[src/core/ecm_pkg.sv]
// Purpose: Constants and types for the encoder comms mailbox block.
// Assumes: 125 MHz clock, APB register access, 32-bit data.
// Notes:   Command tables cover both byte protocols; the length table is async only.
// Summary of operation
// - Init flag zero until all encoders initialised
// - Power stage enable blocked while flag zero
// - Encoder trip first..last clears flag, blocks enable
// - Trip reset re-initialises encoder, then sets flag
// - Nameplate copy enable sampled only at reset
// - Feedback lock freezes position outputs, sampled 4ms
// - Transmit bit 15 required to take byte
// - Transmit bit 14 stores last byte, starts send
// - Transmit bit 13 resets write pointer first
// - Receive bit 15 marks a readable response byte
// - Receive bit 14 marks final response byte
// - Receive bit 13 shows status; errors persist
// - Taken transmit word clears register to zero
// - Host clears receive register; next byte follows
// - Sixteen byte buffer; async message over 15 bytes is error
// - Status bit 0: length mismatch, async only
// - Status bit 1: buffer overflow, async only on transmit, any mode on receive
// - Status bits 2-5: command, encoder, checksum, timeout
// - Async checksum appended on send, checked on reply
package ecm_pkg;
    localparam logic [7:0] OFS_TX   = 8'h00;
    localparam logic [7:0] OFS_RX   = 8'h04;
    localparam logic [7:0] OFS_CTRL = 8'h08;
    localparam logic [7:0] OFS_STAT = 8'h0c;
    localparam logic [7:0] OFS_NP0  = 8'h10;
    localparam int NP_WORDS = 7;
    localparam int MB_VALID = 15;
    localparam int MB_LAST  = 14;
    localparam int MB_FIRST = 13;
    localparam int CTRL_CHAN = 0;
    localparam int CTRL_LOCK = 1;
    localparam int CTRL_SYNC = 2;
    localparam int STS_LEN = 0;
    localparam int STS_OVF = 1;
    localparam int STS_CMD = 2;
    localparam int STS_ENC = 3;
    localparam int STS_SUM = 4;
    localparam int STS_TMO = 5;
    localparam logic [4:0] BUF_DEPTH = 5'd16;
    localparam logic [4:0] ASYNC_MAX = 5'd15;
    localparam logic [4:0] SYNC_LEN  = 5'd4;
    localparam logic [4:0] TRIP_FIRST = 5'd1;
    localparam logic [4:0] TRIP_LAST  = 5'd17;
    localparam logic [2:0] CTRL_RST  = 3'h0;
    localparam int CLK_KHZ  = 125000;
    localparam int LOCK_MS  = 4;
    localparam int LOCK_CYC = CLK_KHZ * LOCK_MS;
    localparam int TMO_MS   = 20;
    localparam int TMO_CYC  = CLK_KHZ * TMO_MS;

    typedef logic [15:0] ecm_word_t;
    typedef struct packed {
        logic [7:0] data;
        logic       last;
    } ecm_byte_t;
    typedef struct packed {
        logic [15:0] rev;
        logic [15:0] coarse;
        logic [15:0] fine;
    } ecm_pos_t;
    typedef enum logic [3:0] {
        ST_IDLE  = 4'b0001,
        ST_SEND  = 4'b0010,
        ST_WAIT  = 4'b0100,
        ST_DELIV = 4'b1000
    } ecm_state_t;

    // Async protocol commands; 0 means length is not checked
    function automatic logic [4:0] ecm_hf_len(input logic [7:0] c);
        case (c)
            8'h42:   ecm_hf_len = 5'd2;
            8'h4d:   ecm_hf_len = 5'd5;
            default: ecm_hf_len = 5'd0;
        endcase
    endfunction
    function automatic logic ecm_hf_ok(input logic [7:0] c);
        case (c)
            8'h42, 8'h43, 8'h44, 8'h46, 8'h47, 8'h49, 8'h4a,
            8'h4b, 8'h4c, 8'h4d, 8'h4e, 8'h50, 8'h52, 8'h53:
                ecm_hf_ok = 1'b1;
            default: ecm_hf_ok = 1'b0;
        endcase
    endfunction
    function automatic logic ecm_sy_ok(input logic [7:0] c);
        ecm_sy_ok = (c == 8'h00) || (c == 8'h01) || (c == 8'h03) ||
                    (c == 8'h04) || (c == 8'h05);
    endfunction
endpackage

[src/core/ecm_mailbox.sv]
// Purpose: Feedback housekeeping flags and encoder comms mailbox.
// Assumes: Link byte ports and trip inputs are on clock_in.
// Notes:   Only the nameplate strap arrives from a pin.
`timescale 1ns/1ns
module ecm_mailbox
    import ecm_pkg::*;
#(
    parameter int LOCK_CYC_P = LOCK_CYC,
    parameter int TMO_CYC_P  = TMO_CYC
) (
    input  wire logic        clock_in,
    input  wire logic        srst_in,
    input  wire logic        psel_in,
    input  wire logic        penable_in,
    input  wire logic        pwrite_in,
    input  wire logic [7:0]  paddr_in,
    input  wire logic [31:0] pwdata_in,
    output logic      [31:0] prdata_out,
    output logic             pready_out,
    output logic             pslverr_out,
    input  wire logic        main_init_done_in,
    input  wire logic        module_init_done_in,
    input  wire logic        trip_valid_in,
    input  wire logic [4:0]  trip_code_in,
    input  wire logic        trip_reinit_in,
    input  wire logic        trip_reset_in,
    output logic             reinit_req_out,
    output logic             feedback_initialised_flag_out,
    input  wire logic        power_en_req_in,
    output logic             power_stage_en_out,
    input  wire logic        full_nameplate_transfer_en_in,
    input  wire logic        motor_object_valid_in,
    input  ecm_word_t [6:0]  motor_object_in,
    input  ecm_pos_t         pos_in,
    output ecm_pos_t         pos_out,
    output ecm_byte_t        link_tx_out,
    output logic             link_tx_valid_out,
    input  wire logic        link_tx_ready_in,
    input  ecm_byte_t        link_rx_in,
    input  wire logic        link_rx_valid_in,
    input  wire logic        link_rx_err_in
);
    ecm_state_t  st_r;
    logic [2:0]  ctrl_r;
    logic [15:0] tx_r;
    logic [15:0] rx_r;
    logic [7:0]  sts_r;
    logic [7:0]  buf_r [16];
    logic [7:0]  rbuf_r [16];
    logic [4:0]  wptr_r;
    logic [4:0]  sidx_r;
    logic [4:0]  ridx_r;
    logic [4:0]  rdx_r;
    logic [7:0]  csum_r;
    logic [7:0]  rsum_r;
    logic        ovf_r;
    logic        rerr_r;
    logic        chk_r;
    logic [21:0] tmo_r;
    logic        flag_r;
    logic        pend_r;
    logic        low_r;
    logic        trip_r;
    logic        np_s1_r;
    logic        np_s2_r;
    logic [1:0]  cap_r;
    logic        np_act_r;
    ecm_word_t   np_r [NP_WORDS];
    logic [18:0] lk_cnt_r;
    logic        lock_r;

    // APB: no wait state; read data is registered from the setup cycle into a flop
    wire [7:0] rd_ofs  = {paddr_in[7:2], 2'b00};
    wire [2:0] np_idx  = 3'(rd_ofs[4:2] - 3'd4);
    wire is_np   = (rd_ofs >= OFS_NP0) && (rd_ofs < 8'h2c);
    wire mapped  = is_np || (rd_ofs <= OFS_STAT);
    wire setup   = psel_in && !penable_in;
    wire acc     = psel_in && penable_in && pready_out;
    wire wr_tx   = acc && pwrite_in && rd_ofs == OFS_TX && ctrl_r[CTRL_CHAN];
    wire wr_rx   = acc && pwrite_in && rd_ofs == OFS_RX;
    wire wr_ctrl = acc && pwrite_in && rd_ofs == OFS_CTRL;
    wire [31:0] rd_nxt =
        (rd_ofs == OFS_TX)   ? {16'h0, tx_r} :
        (rd_ofs == OFS_RX)   ? {16'h0, rx_r} :
        (rd_ofs == OFS_CTRL) ? {29'h0, ctrl_r} :
        (rd_ofs == OFS_STAT) ? {24'h0, sts_r[5:0], lock_r, flag_r} :
        is_np                ? {16'h0, np_r[np_idx]} : 32'h0;

    always_ff @(posedge clock_in) begin
        if (srst_in) begin
            pready_out  <= 1'b0;
            pslverr_out <= 1'b0;
            prdata_out  <= 32'h0;
            ctrl_r      <= CTRL_RST;
        end else begin
            pready_out  <= setup;
            pslverr_out <= setup && !mapped;
            prdata_out  <= setup ? rd_nxt : 32'h0;
            if (wr_ctrl) ctrl_r <= pwdata_in[2:0];
        end
    end

    // Initialised flag and enable interlock
    wire trip_hit = trip_valid_in && trip_reinit_in &&
                    trip_code_in >= TRIP_FIRST && trip_code_in <= TRIP_LAST;
    wire all_done = main_init_done_in && module_init_done_in;
    wire trip_rst = trip_reset_in && trip_r;
    wire flag_nxt = trip_hit ? 1'b0 :
                    (pend_r && !trip_r && !low_r && all_done) ? 1'b1 : flag_r;

    always_ff @(posedge clock_in) begin
        if (srst_in) begin
            flag_r <= 1'b0;
            pend_r <= 1'b1;
            low_r  <= 1'b0;
            trip_r <= 1'b0;
            reinit_req_out <= 1'b0;
            power_stage_en_out <= 1'b0;
        end else begin
            flag_r <= flag_nxt;
            pend_r <= (pend_r && !flag_nxt) || trip_rst;
            // Stale done levels must drop before the flag may rise again
            low_r  <= trip_rst || (low_r && all_done);
            trip_r <= trip_hit || (trip_r && !trip_reset_in);
            reinit_req_out <= trip_rst;
            power_stage_en_out <= power_en_req_in && flag_nxt;
        end
    end
    assign feedback_initialised_flag_out = flag_r;

    // Nameplate strap: synchronised, caught once after reset release
    always_ff @(posedge clock_in) begin
        np_s1_r <= full_nameplate_transfer_en_in;
        np_s2_r <= np_s1_r;
        if (srst_in) begin
            cap_r    <= 2'd0;
            np_act_r <= 1'b0;
        end else if (cap_r != 2'd3) begin
            cap_r <= 2'(cap_r + 2'd1);
            if (cap_r == 2'd2) np_act_r <= np_s2_r;
        end
    end

    for (genvar g = 0; g < NP_WORDS; g++) begin : g_np
        always_ff @(posedge clock_in) begin
            if (srst_in) np_r[g] <= 16'h0;
            else if (np_act_r && motor_object_valid_in)
                np_r[g] <= motor_object_in[g];
        end
    end

    // Feedback lock sampled on a 4 ms tick
    wire lk_tick = lk_cnt_r == 19'(LOCK_CYC_P - 1);
    always_ff @(posedge clock_in) begin
        if (srst_in) begin
            lk_cnt_r <= 19'h0;
            lock_r   <= 1'b0;
            pos_out  <= '0;
        end else begin
            lk_cnt_r <= lk_tick ? 19'h0 : 19'(lk_cnt_r + 19'h1);
            if (lk_tick) lock_r <= ctrl_r[CTRL_LOCK];
            if (!lock_r) pos_out <= pos_in;
        end
    end

    // Transmit side of the mailbox
    wire       async   = !ctrl_r[CTRL_SYNC];
    wire       take    = tx_r[MB_VALID] && st_r == ST_IDLE && !chk_r;
    wire       first   = tx_r[MB_FIRST];
    wire [4:0] ptr     = first ? 5'd0 : wptr_r;
    wire       full    = ptr == BUF_DEPTH;
    wire [7:0] cmd     = async ? buf_r[1] : buf_r[0];
    wire [4:0] exp_len = ecm_hf_len(cmd);
    wire e_len = async && exp_len != 5'd0 && exp_len != wptr_r;
    wire e_ovf = async && (ovf_r || wptr_r > ASYNC_MAX);
    wire e_cmd = async ? !ecm_hf_ok(cmd) : !ecm_sy_ok(cmd);
    wire [5:0] chk_err = {3'b0, e_cmd, e_ovf, e_len};
    wire [4:0] s_last  = async ? wptr_r : 5'(wptr_r - 5'd1);
    wire       tx_go   = !link_tx_valid_out || link_tx_ready_in;

    always_ff @(posedge clock_in) begin
        if (srst_in) begin
            tx_r   <= 16'h0;
            wptr_r <= 5'd0;
            ovf_r  <= 1'b0;
            csum_r <= 8'h0;
            chk_r  <= 1'b0;
        end else begin
            chk_r <= take && tx_r[MB_LAST];
            if (wr_tx) tx_r <= {pwdata_in[15:13], 5'h0, pwdata_in[7:0]};
            else if (take) tx_r <= 16'h0;
            if (take) begin
                if (!full) buf_r[ptr[3:0]] <= tx_r[7:0];
                wptr_r <= full ? ptr : 5'(ptr + 5'd1);
                ovf_r  <= full || (ovf_r && !first);
                csum_r <= (first ? 8'h0 : csum_r) ^ tx_r[7:0];
            end
        end
    end

    // Receive side and state machine
    wire       rx_hit  = st_r == ST_WAIT && link_rx_valid_in;
    wire       rx_end  = rx_hit && link_rx_in.last;
    wire [7:0] rsum    = rsum_r ^ link_rx_in.data;
    wire       r_ovf   = ridx_r == BUF_DEPTH;
    wire [5:0] rx_err  = {1'b0, async && rsum != 8'h0,
                          rerr_r || link_rx_err_in, 1'b0, r_ovf, 1'b0};
    wire       tmo_hit = st_r == ST_WAIT && tmo_r == 22'(TMO_CYC_P - 1);
    wire       rx_held = rx_r[MB_VALID];
    wire       rx_load = st_r == ST_DELIV && !rx_held;
    wire       rx_done = st_r == ST_DELIV && rx_held && wr_rx && rx_r[MB_LAST];

    always_ff @(posedge clock_in) begin
        if (srst_in) begin
            st_r   <= ST_IDLE;
            sts_r  <= 8'h0;
            sidx_r <= 5'd0;
            ridx_r <= 5'd0;
            rdx_r  <= 5'd0;
            rsum_r <= 8'h0;
            rerr_r <= 1'b0;
            tmo_r  <= 22'h0;
            link_tx_valid_out <= 1'b0;
            link_tx_out <= '0;
        end else begin
            case (st_r)
                ST_IDLE: begin
                    sidx_r <= 5'd0;
                    ridx_r <= 5'd0;
                    rsum_r <= 8'h0;
                    rerr_r <= 1'b0;
                    tmo_r  <= 22'h0;
                    if (take) sts_r <= 8'h0;
                    if (chk_r && chk_err != 6'h0) sts_r <= {2'b0, chk_err};
                    else if (chk_r) st_r <= ST_SEND;
                end
                ST_SEND: begin
                    if (tx_go && sidx_r <= s_last) begin
                        link_tx_valid_out <= 1'b1;
                        link_tx_out.data <= (async && sidx_r == wptr_r) ?
                                            csum_r : buf_r[sidx_r[3:0]];
                        link_tx_out.last <= sidx_r == s_last;
                        sidx_r <= 5'(sidx_r + 5'd1);
                    end else if (tx_go) begin
                        link_tx_valid_out <= 1'b0;
                        st_r <= ST_WAIT;
                    end
                end
                ST_WAIT: begin
                    tmo_r <= 22'(tmo_r + 22'h1);
                    if (rx_hit) begin
                        if (!r_ovf) rbuf_r[ridx_r[3:0]] <= link_rx_in.data;
                        ridx_r <= r_ovf ? ridx_r : 5'(ridx_r + 5'd1);
                        rsum_r <= rsum;
                        rerr_r <= rerr_r || link_rx_err_in || r_ovf;
                    end
                    if (rx_end) begin
                        sts_r <= {2'b0, rx_err};
                        rdx_r <= 5'd0;
                        st_r  <= rx_err != 6'h0 ? ST_IDLE : ST_DELIV;
                    end else if (tmo_hit) begin
                        sts_r[STS_TMO] <= 1'b1;
                        st_r <= ST_IDLE;
                    end
                end
                ST_DELIV: begin
                    if (rx_load) rdx_r <= 5'(rdx_r + 5'd1);
                    if (rx_done) st_r <= ST_IDLE;
                end
                default: st_r <= ST_IDLE;
            endcase
        end
    end

    // Receive register: status word outside delivery, bytes during it
    wire [4:0]  rx_cnt = r_ovf ? ridx_r : ridx_r;
    wire        rx_lst = rdx_r == 5'(rx_cnt - 5'd1);
    wire [15:0] rx_byte = {1'b1, rx_lst, 6'h0, rbuf_r[rdx_r[3:0]]};
    always_ff @(posedge clock_in) begin
        if (srst_in) rx_r <= 16'h0;
        else if (st_r != ST_DELIV) rx_r <= {3'b001, 5'h0, sts_r};
        else if (rx_load) rx_r <= rx_byte;
        else if (wr_rx) rx_r <= 16'h0;
    end
endmodule

[config.mk]
export PLATFORM = sky130hd
export DESIGN_NAME = ecm_mailbox
export DESIGN_NICKNAME = d
export VERILOG_FILES = /design/src/core/ecm_pkg.sv /design/src/core/ecm_mailbox.sv
export SDC_FILE = /design/constraint.sdc
export NUM_CORES = 1
export LEC_CHECK = 0
export BUFFER_PORTS_ARGS = -buffer_cell sky130_fd_sc_hd__buf_2
export CORE_ASPECT_RATIO = 1.75
export CORE_MARGIN = 8
export CORE_UTILIZATION = 50
export CTS_CLUSTER_SIZE = 24
export DETAILED_ROUTE_END_ITERATION = 12
export MAX_ROUTING_LAYER = met4
export PLACE_DENSITY_LB_ADDON = 0.05
export SLEW_MARGIN = 20
export SYNTH_ARGS = -nofsm -noshare
export SYNTH_HDL_FRONTEND = slang
export SYNTH_SLANG_ARGS = --single-unit
[constraint.sdc]
create_clock -name clock_in -period 5.2 [get_ports clock_in]
set_clock_uncertainty 0.1 [all_clocks]
set_input_delay 0 -clock clock_in [delete_from_list [all_inputs] [get_ports clock_in]]
set_output_delay 0 -clock clock_in [all_outputs]
set_load 0.01 [all_outputs]
==> results_dict.tcl, run 1 <==
set metrics [dict create \
    crit_path_max_incr_delay_ns 0.74 \
    synth-seq-cells 579 \
    cp_top_family "simple AND/OR/NAND/NOR gates" \
    worstPathCellList "nor4b_4, nand2_1, nor2_1, o2111ai_1, dlygate4sd3_1, a21oi_1, dlygate4sd3_1" \
    initial_utilization_pct 50.3 \
    clockRootBuffer "clkbuf_16" \
    synth_top_cell_area_share_pct 45.3 \
    hpwlAfterDp_mm 44.4 \
    synthToLayoutAreaGrowth_pct 23.9 \
    ios 325 \
    hold_path.class "in2reg" \
    clkLatencyLatePin_ns 0.60 \
    cts_max_level 2 \
    slew_headroom_pct 33.2 \
    pwr-share-seq_pct 51.7 \
    layout_min_cycle_time_ns 3.43 \
    rr_worst_depth 7 \
    switching_share_pct 22.1 \
    core.rowCount 107 \
    holdPathStages 4 \
    power.switching_w 0.00216 \
    synth-edff-count 368 \
    grt_use_total_pct 22.9 \
    nNetsFinal 2553 \
    drtIter0Drc 1085 \
    use_met3_pct 2.90 \
    cpMostUsedCell "dlygate4sd3_1" \
    place_area_um2 26300 \
    clk_pin_slew_ns 0.06 \
    p_leak_nw 11.0 \
    crit_slowest_cell "nor4b_4" \
    drive_above_1_share_pct 22.1 \
    setup_viol 0 \
    synth_cell_types 75 \
    worst_slack_ns 1.77 \
    yosysWarnings 0 \
    grt_pass1_wl_mm 97.1 \
    hold_viol 0 \
    worst_ep_arrival_time_ns 3.85 \
    critical_path_depth 7 \
    grtUsageMet1_pct 24.6 \
    numCtsBuffers 53 \
    syn_avg_cell_area_um2 13.3 \
    cp_max_fo 15 \
    cts_resized 0 \
    synthArstFlopShare_pct 0 \
    drc 0 \
    yosys-top-cells-area "edfxtp_1 (45%), dfxtp_1 (17%), mux4_2 (8.9%), mux2i_1 (3.7%), and2_1 (3.5%)" \
    use_met2_pct 42.4 \
    max_slew.worst_pin.slew_ns 1.00 \
    fmax_ghz 0.292 \
    rsz0062_at_grt "no" \
    numPortBuffers 285 \
    post-route-util_pct 62.4 \
    top_usage_layer "met2" \
    grt_pass1_vias 17001 \
    crit_type "reg2reg" \
    syn_inst 1836 \
    final_cell_mix "edfxtp_1 (368), buf_2 (284), nor2_1 (222), dlygate4sd3_1 (214), dfxtp_1 (207)" \
    run_status "finished, final reports clean" \
    cp.required_ns 5.62 \
    ys_seq_area_share_pct 62.6 \
    core_area_um2 48500 \
    maxCapViolations 0 \
    synth_top_area_cell "edfxtp_1" \
    syn_area_um2 24400 \
    cts_max_path_buffers 3 \
    setup.worst_path.start_class "register" \
    pre_cts_ws_ns 1.84 \
    p_per_area_nw_per_um2 322 \
    grt_max_degree 113 \
    power_frac_comb_pct 8.0 \
    period_share_pct 65.9 \
    wl_per_cell_um 21.3 \
    layout_commonest_cell "edfxtp_1" \
    path_buf_inv 2 \
    die-area_um2 56400 \
    ys.flop_type "edfxtp_1" \
    hold_ws_ns 0.0779 \
    fin_tns_setup_ns 0 \
    clkPwrFrac_pct 40.3 \
    vias_per_cell 5.43 \
    stdcell_area_um2 30200 \
    antenna_found_initial 7 \
    totalWireLength_mm 64.0 \
    cp-end-kind "register" \
    internal_power_w 0.00758 \
    slew_viol_final 0 \
    gr-total-overflow 0 \
    die_w_um 183 \
    drt_pass1_iterations 8 \
    cts_sinks 579 \
    die_h_um 308 \
    place_congestion 0.825 \
    via_count 16319 \
    ant_nets 0 \
    tritoncts "yes" \
    ir_drop_v 0.000308 \
]
metal layers:
metal / vias up / share of wire (%)
li1: 7703 / -
met1: 8059 / 37
met5: - / 0
met4: 0 / 3.1
met3: 109 / 4.3
met2: 448 / 56
synth_stat cells (all sizes together) (16+ instances only):
cell / count
buf: 50
nor3: 18
edfxtp: 368
a22oi: 16
nor2: 225
xor2: 25
nand4: 22
clkbuf: 72
nand2: 81
and2: 135
inv: 28
a21oi: 96
dfxtp: 211
xnor2: 25
mux4: 96
ha: 22
o21ai: 79
nand3: 22
mux2i: 89
timing repair:
action                                  CTS  global route
endpoints found under the setup margin    0             0
setup buffers                             0             0
endpoints found under the hold margin   374             0
hold buffers                            214             0
worst min-delay path, cell delays in order:
cell and delay, ns:
dlygate4sd3_1 0.51, buf_2 0.09, mux2i_1 0.05, nor2_1 0.08
area by class of cell:
| type | count | area, um^2 |
|---|---|---|
| diodes | 7 | 17.5 |
| clock buffers | 88 | 1600 |
| clock inverters | 12 | 164 |
| fillers | 3818 | 18200 |
| inverters | 28 | 105 |
| multi-input cells | 1122 | 8540 |
| flip-flops and latches | 579 | 15300 |
| well taps | 654 | 818 |
| repair buffers | 517 | 3710 |
final timing paths:
kind | start | end | slack (ns)
hold reg to reg | np_s1_r$_DFF_P_ | np_s2_r$_DFF_P_ | 0.23
setup reg to reg | st_r[2]$_SDFFE_PP0P_ | st_r[3]$_SDFFE_PP0P_ | 1.77
hold / removal | pos_in[44] | pos_out[44]$_SDFFE_PP0N_ | 0.08
setup / recovery | st_r[2]$_SDFFE_PP0P_ | st_r[3]$_SDFFE_PP0P_ | 1.77
cells by family after synthesis:
kind of cell,after synthesis,share of synthesized area (%)
multiplexers,193,12.9
XOR/XNOR,50,1.79
AO/OA/AOI/OAI,253,6.24
AND/OR/NAND/NOR,588,12.6
flip-flops,579,62.6
adder cells (fa/ha/maj),22,1.13
buffers and inverters,150,2.74
other,1,0.0154
stage by stage:
stage,std cells,power [W]
2_1_floorplan,1851,0.00552
3_3_place_gp,2686,0.00577
3_5_place_dp,2686,0.00579
4_1_cts,3000,0.00982
5_1_grt,3007,0.0101
6_report,3007,0.00974
sequential cells by signal (all words and copies together) (netlist names), 2 cells and up, named ones only:
register,count
buf_r,128
cap_r,2
csum_r,8
ctrl_r,3
link_tx_out,9
lk_cnt_r,19
np_r,112
pos_out,48
prdata_out,16
rbuf_r,128
rdx_r,5
ridx_r,5
rsum_r,8
rx_r,11
sidx_r,5
st_r,4
sts_r,6
tmo_r,22
tx_r,11
wptr_r,5
power by group through the flow:
| stage | Clock (W) | Combinational (W) | Sequential, W |
|---|---|---|---|
| final | 0.00392 | 0.000782 | 0.00503 |
| after global routing | 0.00418 | 0.000849 | 0.00504 |
| after CTS | 0.00400 | 0.000785 | 0.00503 |
| after global placement | 0 | 0.000646 | 0.00513 |
| after detailed placement | 0 | 0.000653 | 0.00513 |
| after floorplan | 0 | 0.000388 | 0.00513 |
No activity file was read; power rests on OpenSTA's default activity.
==> run 2: changes to the inputs <==
clock period = 3.1 ns   (was 5.2 ns; I/O delays follow)
==> run 2 against run 1 <==
- register-to-register slack got worse by 1.6 ns
- critical path type is now in2reg
- hold slack got worse by 0.048 ns
- sequential share of layout area is 0.77 points lower
- sequential power is 68% higher
- global-route usage is 0.66 points higher
- clock power grew 76%
- flip-flop and latch count stayed put
- first-iteration DRC count down 1.8%
- clock-buffer cell count down 25
- worst setup slack worse by 1.6 ns
- core utilization grew 0.96 points
==> results_dict.tcl, run 2 (same netlist as run 1, synthesis figures left out) <==
set metrics [dict create \
    run_status "finished, final reports clean" \
    fmax_ghz 0.343 \
    slew_viol_final 0 \
    clk_pin_slew_ns 0.07 \
    grt_pass1_wl_mm 100 \
    clkPwrFrac_pct 41.4 \
    p_leak_nw 11.2 \
    pre_cts_ws_ns 0.178 \
    final_cell_mix "edfxtp_1 (368), buf_2 (283), nor2_1 (222), dlygate4sd3_1 (210), dfxtp_1 (208)" \
    synthToLayoutAreaGrowth_pct 25.8 \
    core.rowCount 107 \
    internal_power_w 0.0130 \
    worst_ep_arrival_time_ns 3.30 \
    drive_above_1_share_pct 23.8 \
    ios 325 \
    die-area_um2 56400 \
    rr_worst_depth 11 \
    p_total_w 0.0167 \
    gr-total-overflow 0 \
    cts_max_path_buffers 3 \
    post_cts_buffers 0 \
    cp.required_ns 3.48 \
    totalWireLength_mm 65.2 \
    nNetsFinal 2592 \
    holdPathStages 4 \
    drt_pass1_iterations 5 \
    grt_pass1_vias 17385 \
    place_congestion 0.849 \
    fin_tns_setup_ns 0 \
    tritoncts "yes" \
    period_share_pct 94.0 \
    ant_nets 0 \
    slew_headroom_pct 43.2 \
    cp_max_fo 36 \
    wl_per_cell_um 21.4 \
    maxCapViolations 0 \
    nFillCells 3733 \
    via_count 16528 \
    layout_commonest_cell "edfxtp_1" \
    layout_min_cycle_time_ns 2.91 \
    hold_viol 0 \
    hpwlAfterDp_mm 45.2 \
    drtIter0Drc 1066 \
    numPortBuffers 285 \
    grt_use_total_pct 23.5 \
    antenna_found_initial 6 \
    hold_path.class "in2reg" \
    core_area_um2 48500 \
    ir_drop_v 0.000452 \
    max_slew.worst_pin.slew_ns 0.851 \
    setup_viol 0 \
    drc 0 \
    die_h_um 308 \
    hold_ws_ns 0.0296 \
    crit_type "in2reg" \
    initial_utilization_pct 50.3 \
    cts_sinks 579 \
    grt_max_degree 68 \
    vias_per_cell 5.43 \
    switching_share_pct 22.2 \
    clockRootBuffer "clkbuf_16" \
    setup.worst_path.start_class "primary input" \
    numCtsBuffers 52 \
    clkLatencyLatePin_ns 0.59 \
    power.switching_w 0.00370 \
    cts_max_level 2 \
    cp-end-kind "register" \
    power_frac_comb_pct 8.0 \
    pwr-share-seq_pct 50.5 \
    die_w_um 183 \
    worst_slack_ns 0.185 \
    rsz0062_at_grt "no" \
    p_per_area_nw_per_um2 543 \
]
==> run 2: cell count changes in the layout (fill, tap and decap cells not counted), sizes merged <==
| cell | previous run | this run |
|---|---|---|
| dlygate4sd3 | 214 | 210 |
| clkinvlp | 0 | 3 |
| buf | 303 | 347 |
| clkbuf | 88 | 63 |
| clkinv | 7 | 21 |
| inv | 30 | 28 |
| bufinv | 3 | 9 |
==> run 2: path summary, 6_finish.rpt <==
kind                                             start                       end  slack, ns
worst max-delay path                       paddr_in[4]      st_r[1]$_SDFFE_PP0P_       0.19
worst min-delay path                       paddr_in[2]  prdata_out[4]$_SDFF_PP0_       0.03
worst max register to register  wptr_r[0]$_SDFFE_PP0P_      st_r[0]$_SDFFE_PP1P_       0.21
worst min register to register         np_s1_r$_DFF_P_           np_s2_r$_DFF_P_       0.24
==> run 2: stage by stage <==
stage | area [um^2] | std cells | utilization [%]
after floorplan | 24500 | 1851 | -
after global placement | 26700 | 2730 | 55.1
after detailed placement | 26700 | 2730 | 55.1
after CTS | 30700 | 3036 | 63.3
after global routing | 30700 | 3042 | 63.3
final | 30700 | 3043 | 63.3
==> run 2: power by group through the flow <==
stage | combinational (W) | clock, W | sequential, W
global placement | 0.00111 | 0 | 0.00859
CTS | 0.00134 | 0.00702 | 0.00843
global route | 0.00146 | 0.00729 | 0.00844
floorplan | 0.000636 | 0 | 0.00861
finish | 0.00134 | 0.00691 | 0.00843
detailed placement | 0.00113 | 0 | 0.00860
==> run 2: timing repair <==
| item | 4_1_cts | 5_1_grt |
|---|---|---|
| resized for setup | 0 | 3 |
| setup endpoints to repair | 0 | 6 |
| endpoints found under the hold margin | 378 | 0 |
| hold buffers | 210 | 0 |
==> run 2: layout make-up <==
type	instances	area (um^2)	share of cell area, %
Clock buffer	63	1420	4.61
Clock inverter	33	424	1.38
Multi-Input combinational cell	1122	8540	27.8
Antenna cell	7	17.5	0.0571
Inverter	28	105	0.342
Timing Repair Buffer	557	4090	13.3
Tap cell	654	818	2.67
Sequential cell	579	15300	49.8
==> run 2: worst max-delay path, stage by stage <==
cell and delay (ns):
dlygate4sd3_1 0.54, buf_4 0.26, or4_4 0.60, dlygate4sd3_1 0.71, nor3_2 0.21, a31o_2 0.25, nor4b_4 0.31, nor2_1 0.09
a2111oi_2 0.32
==> run 2: per-layer routing <==
layer	part of all wire, %	vias to the layer above	track usage [%]
li1	-	7776	-
met1	38	8215	26.1
met2	54	416	42.6
met3	3.8	121	3.05
met4	3.6	0	8.82
met5	0	-	-
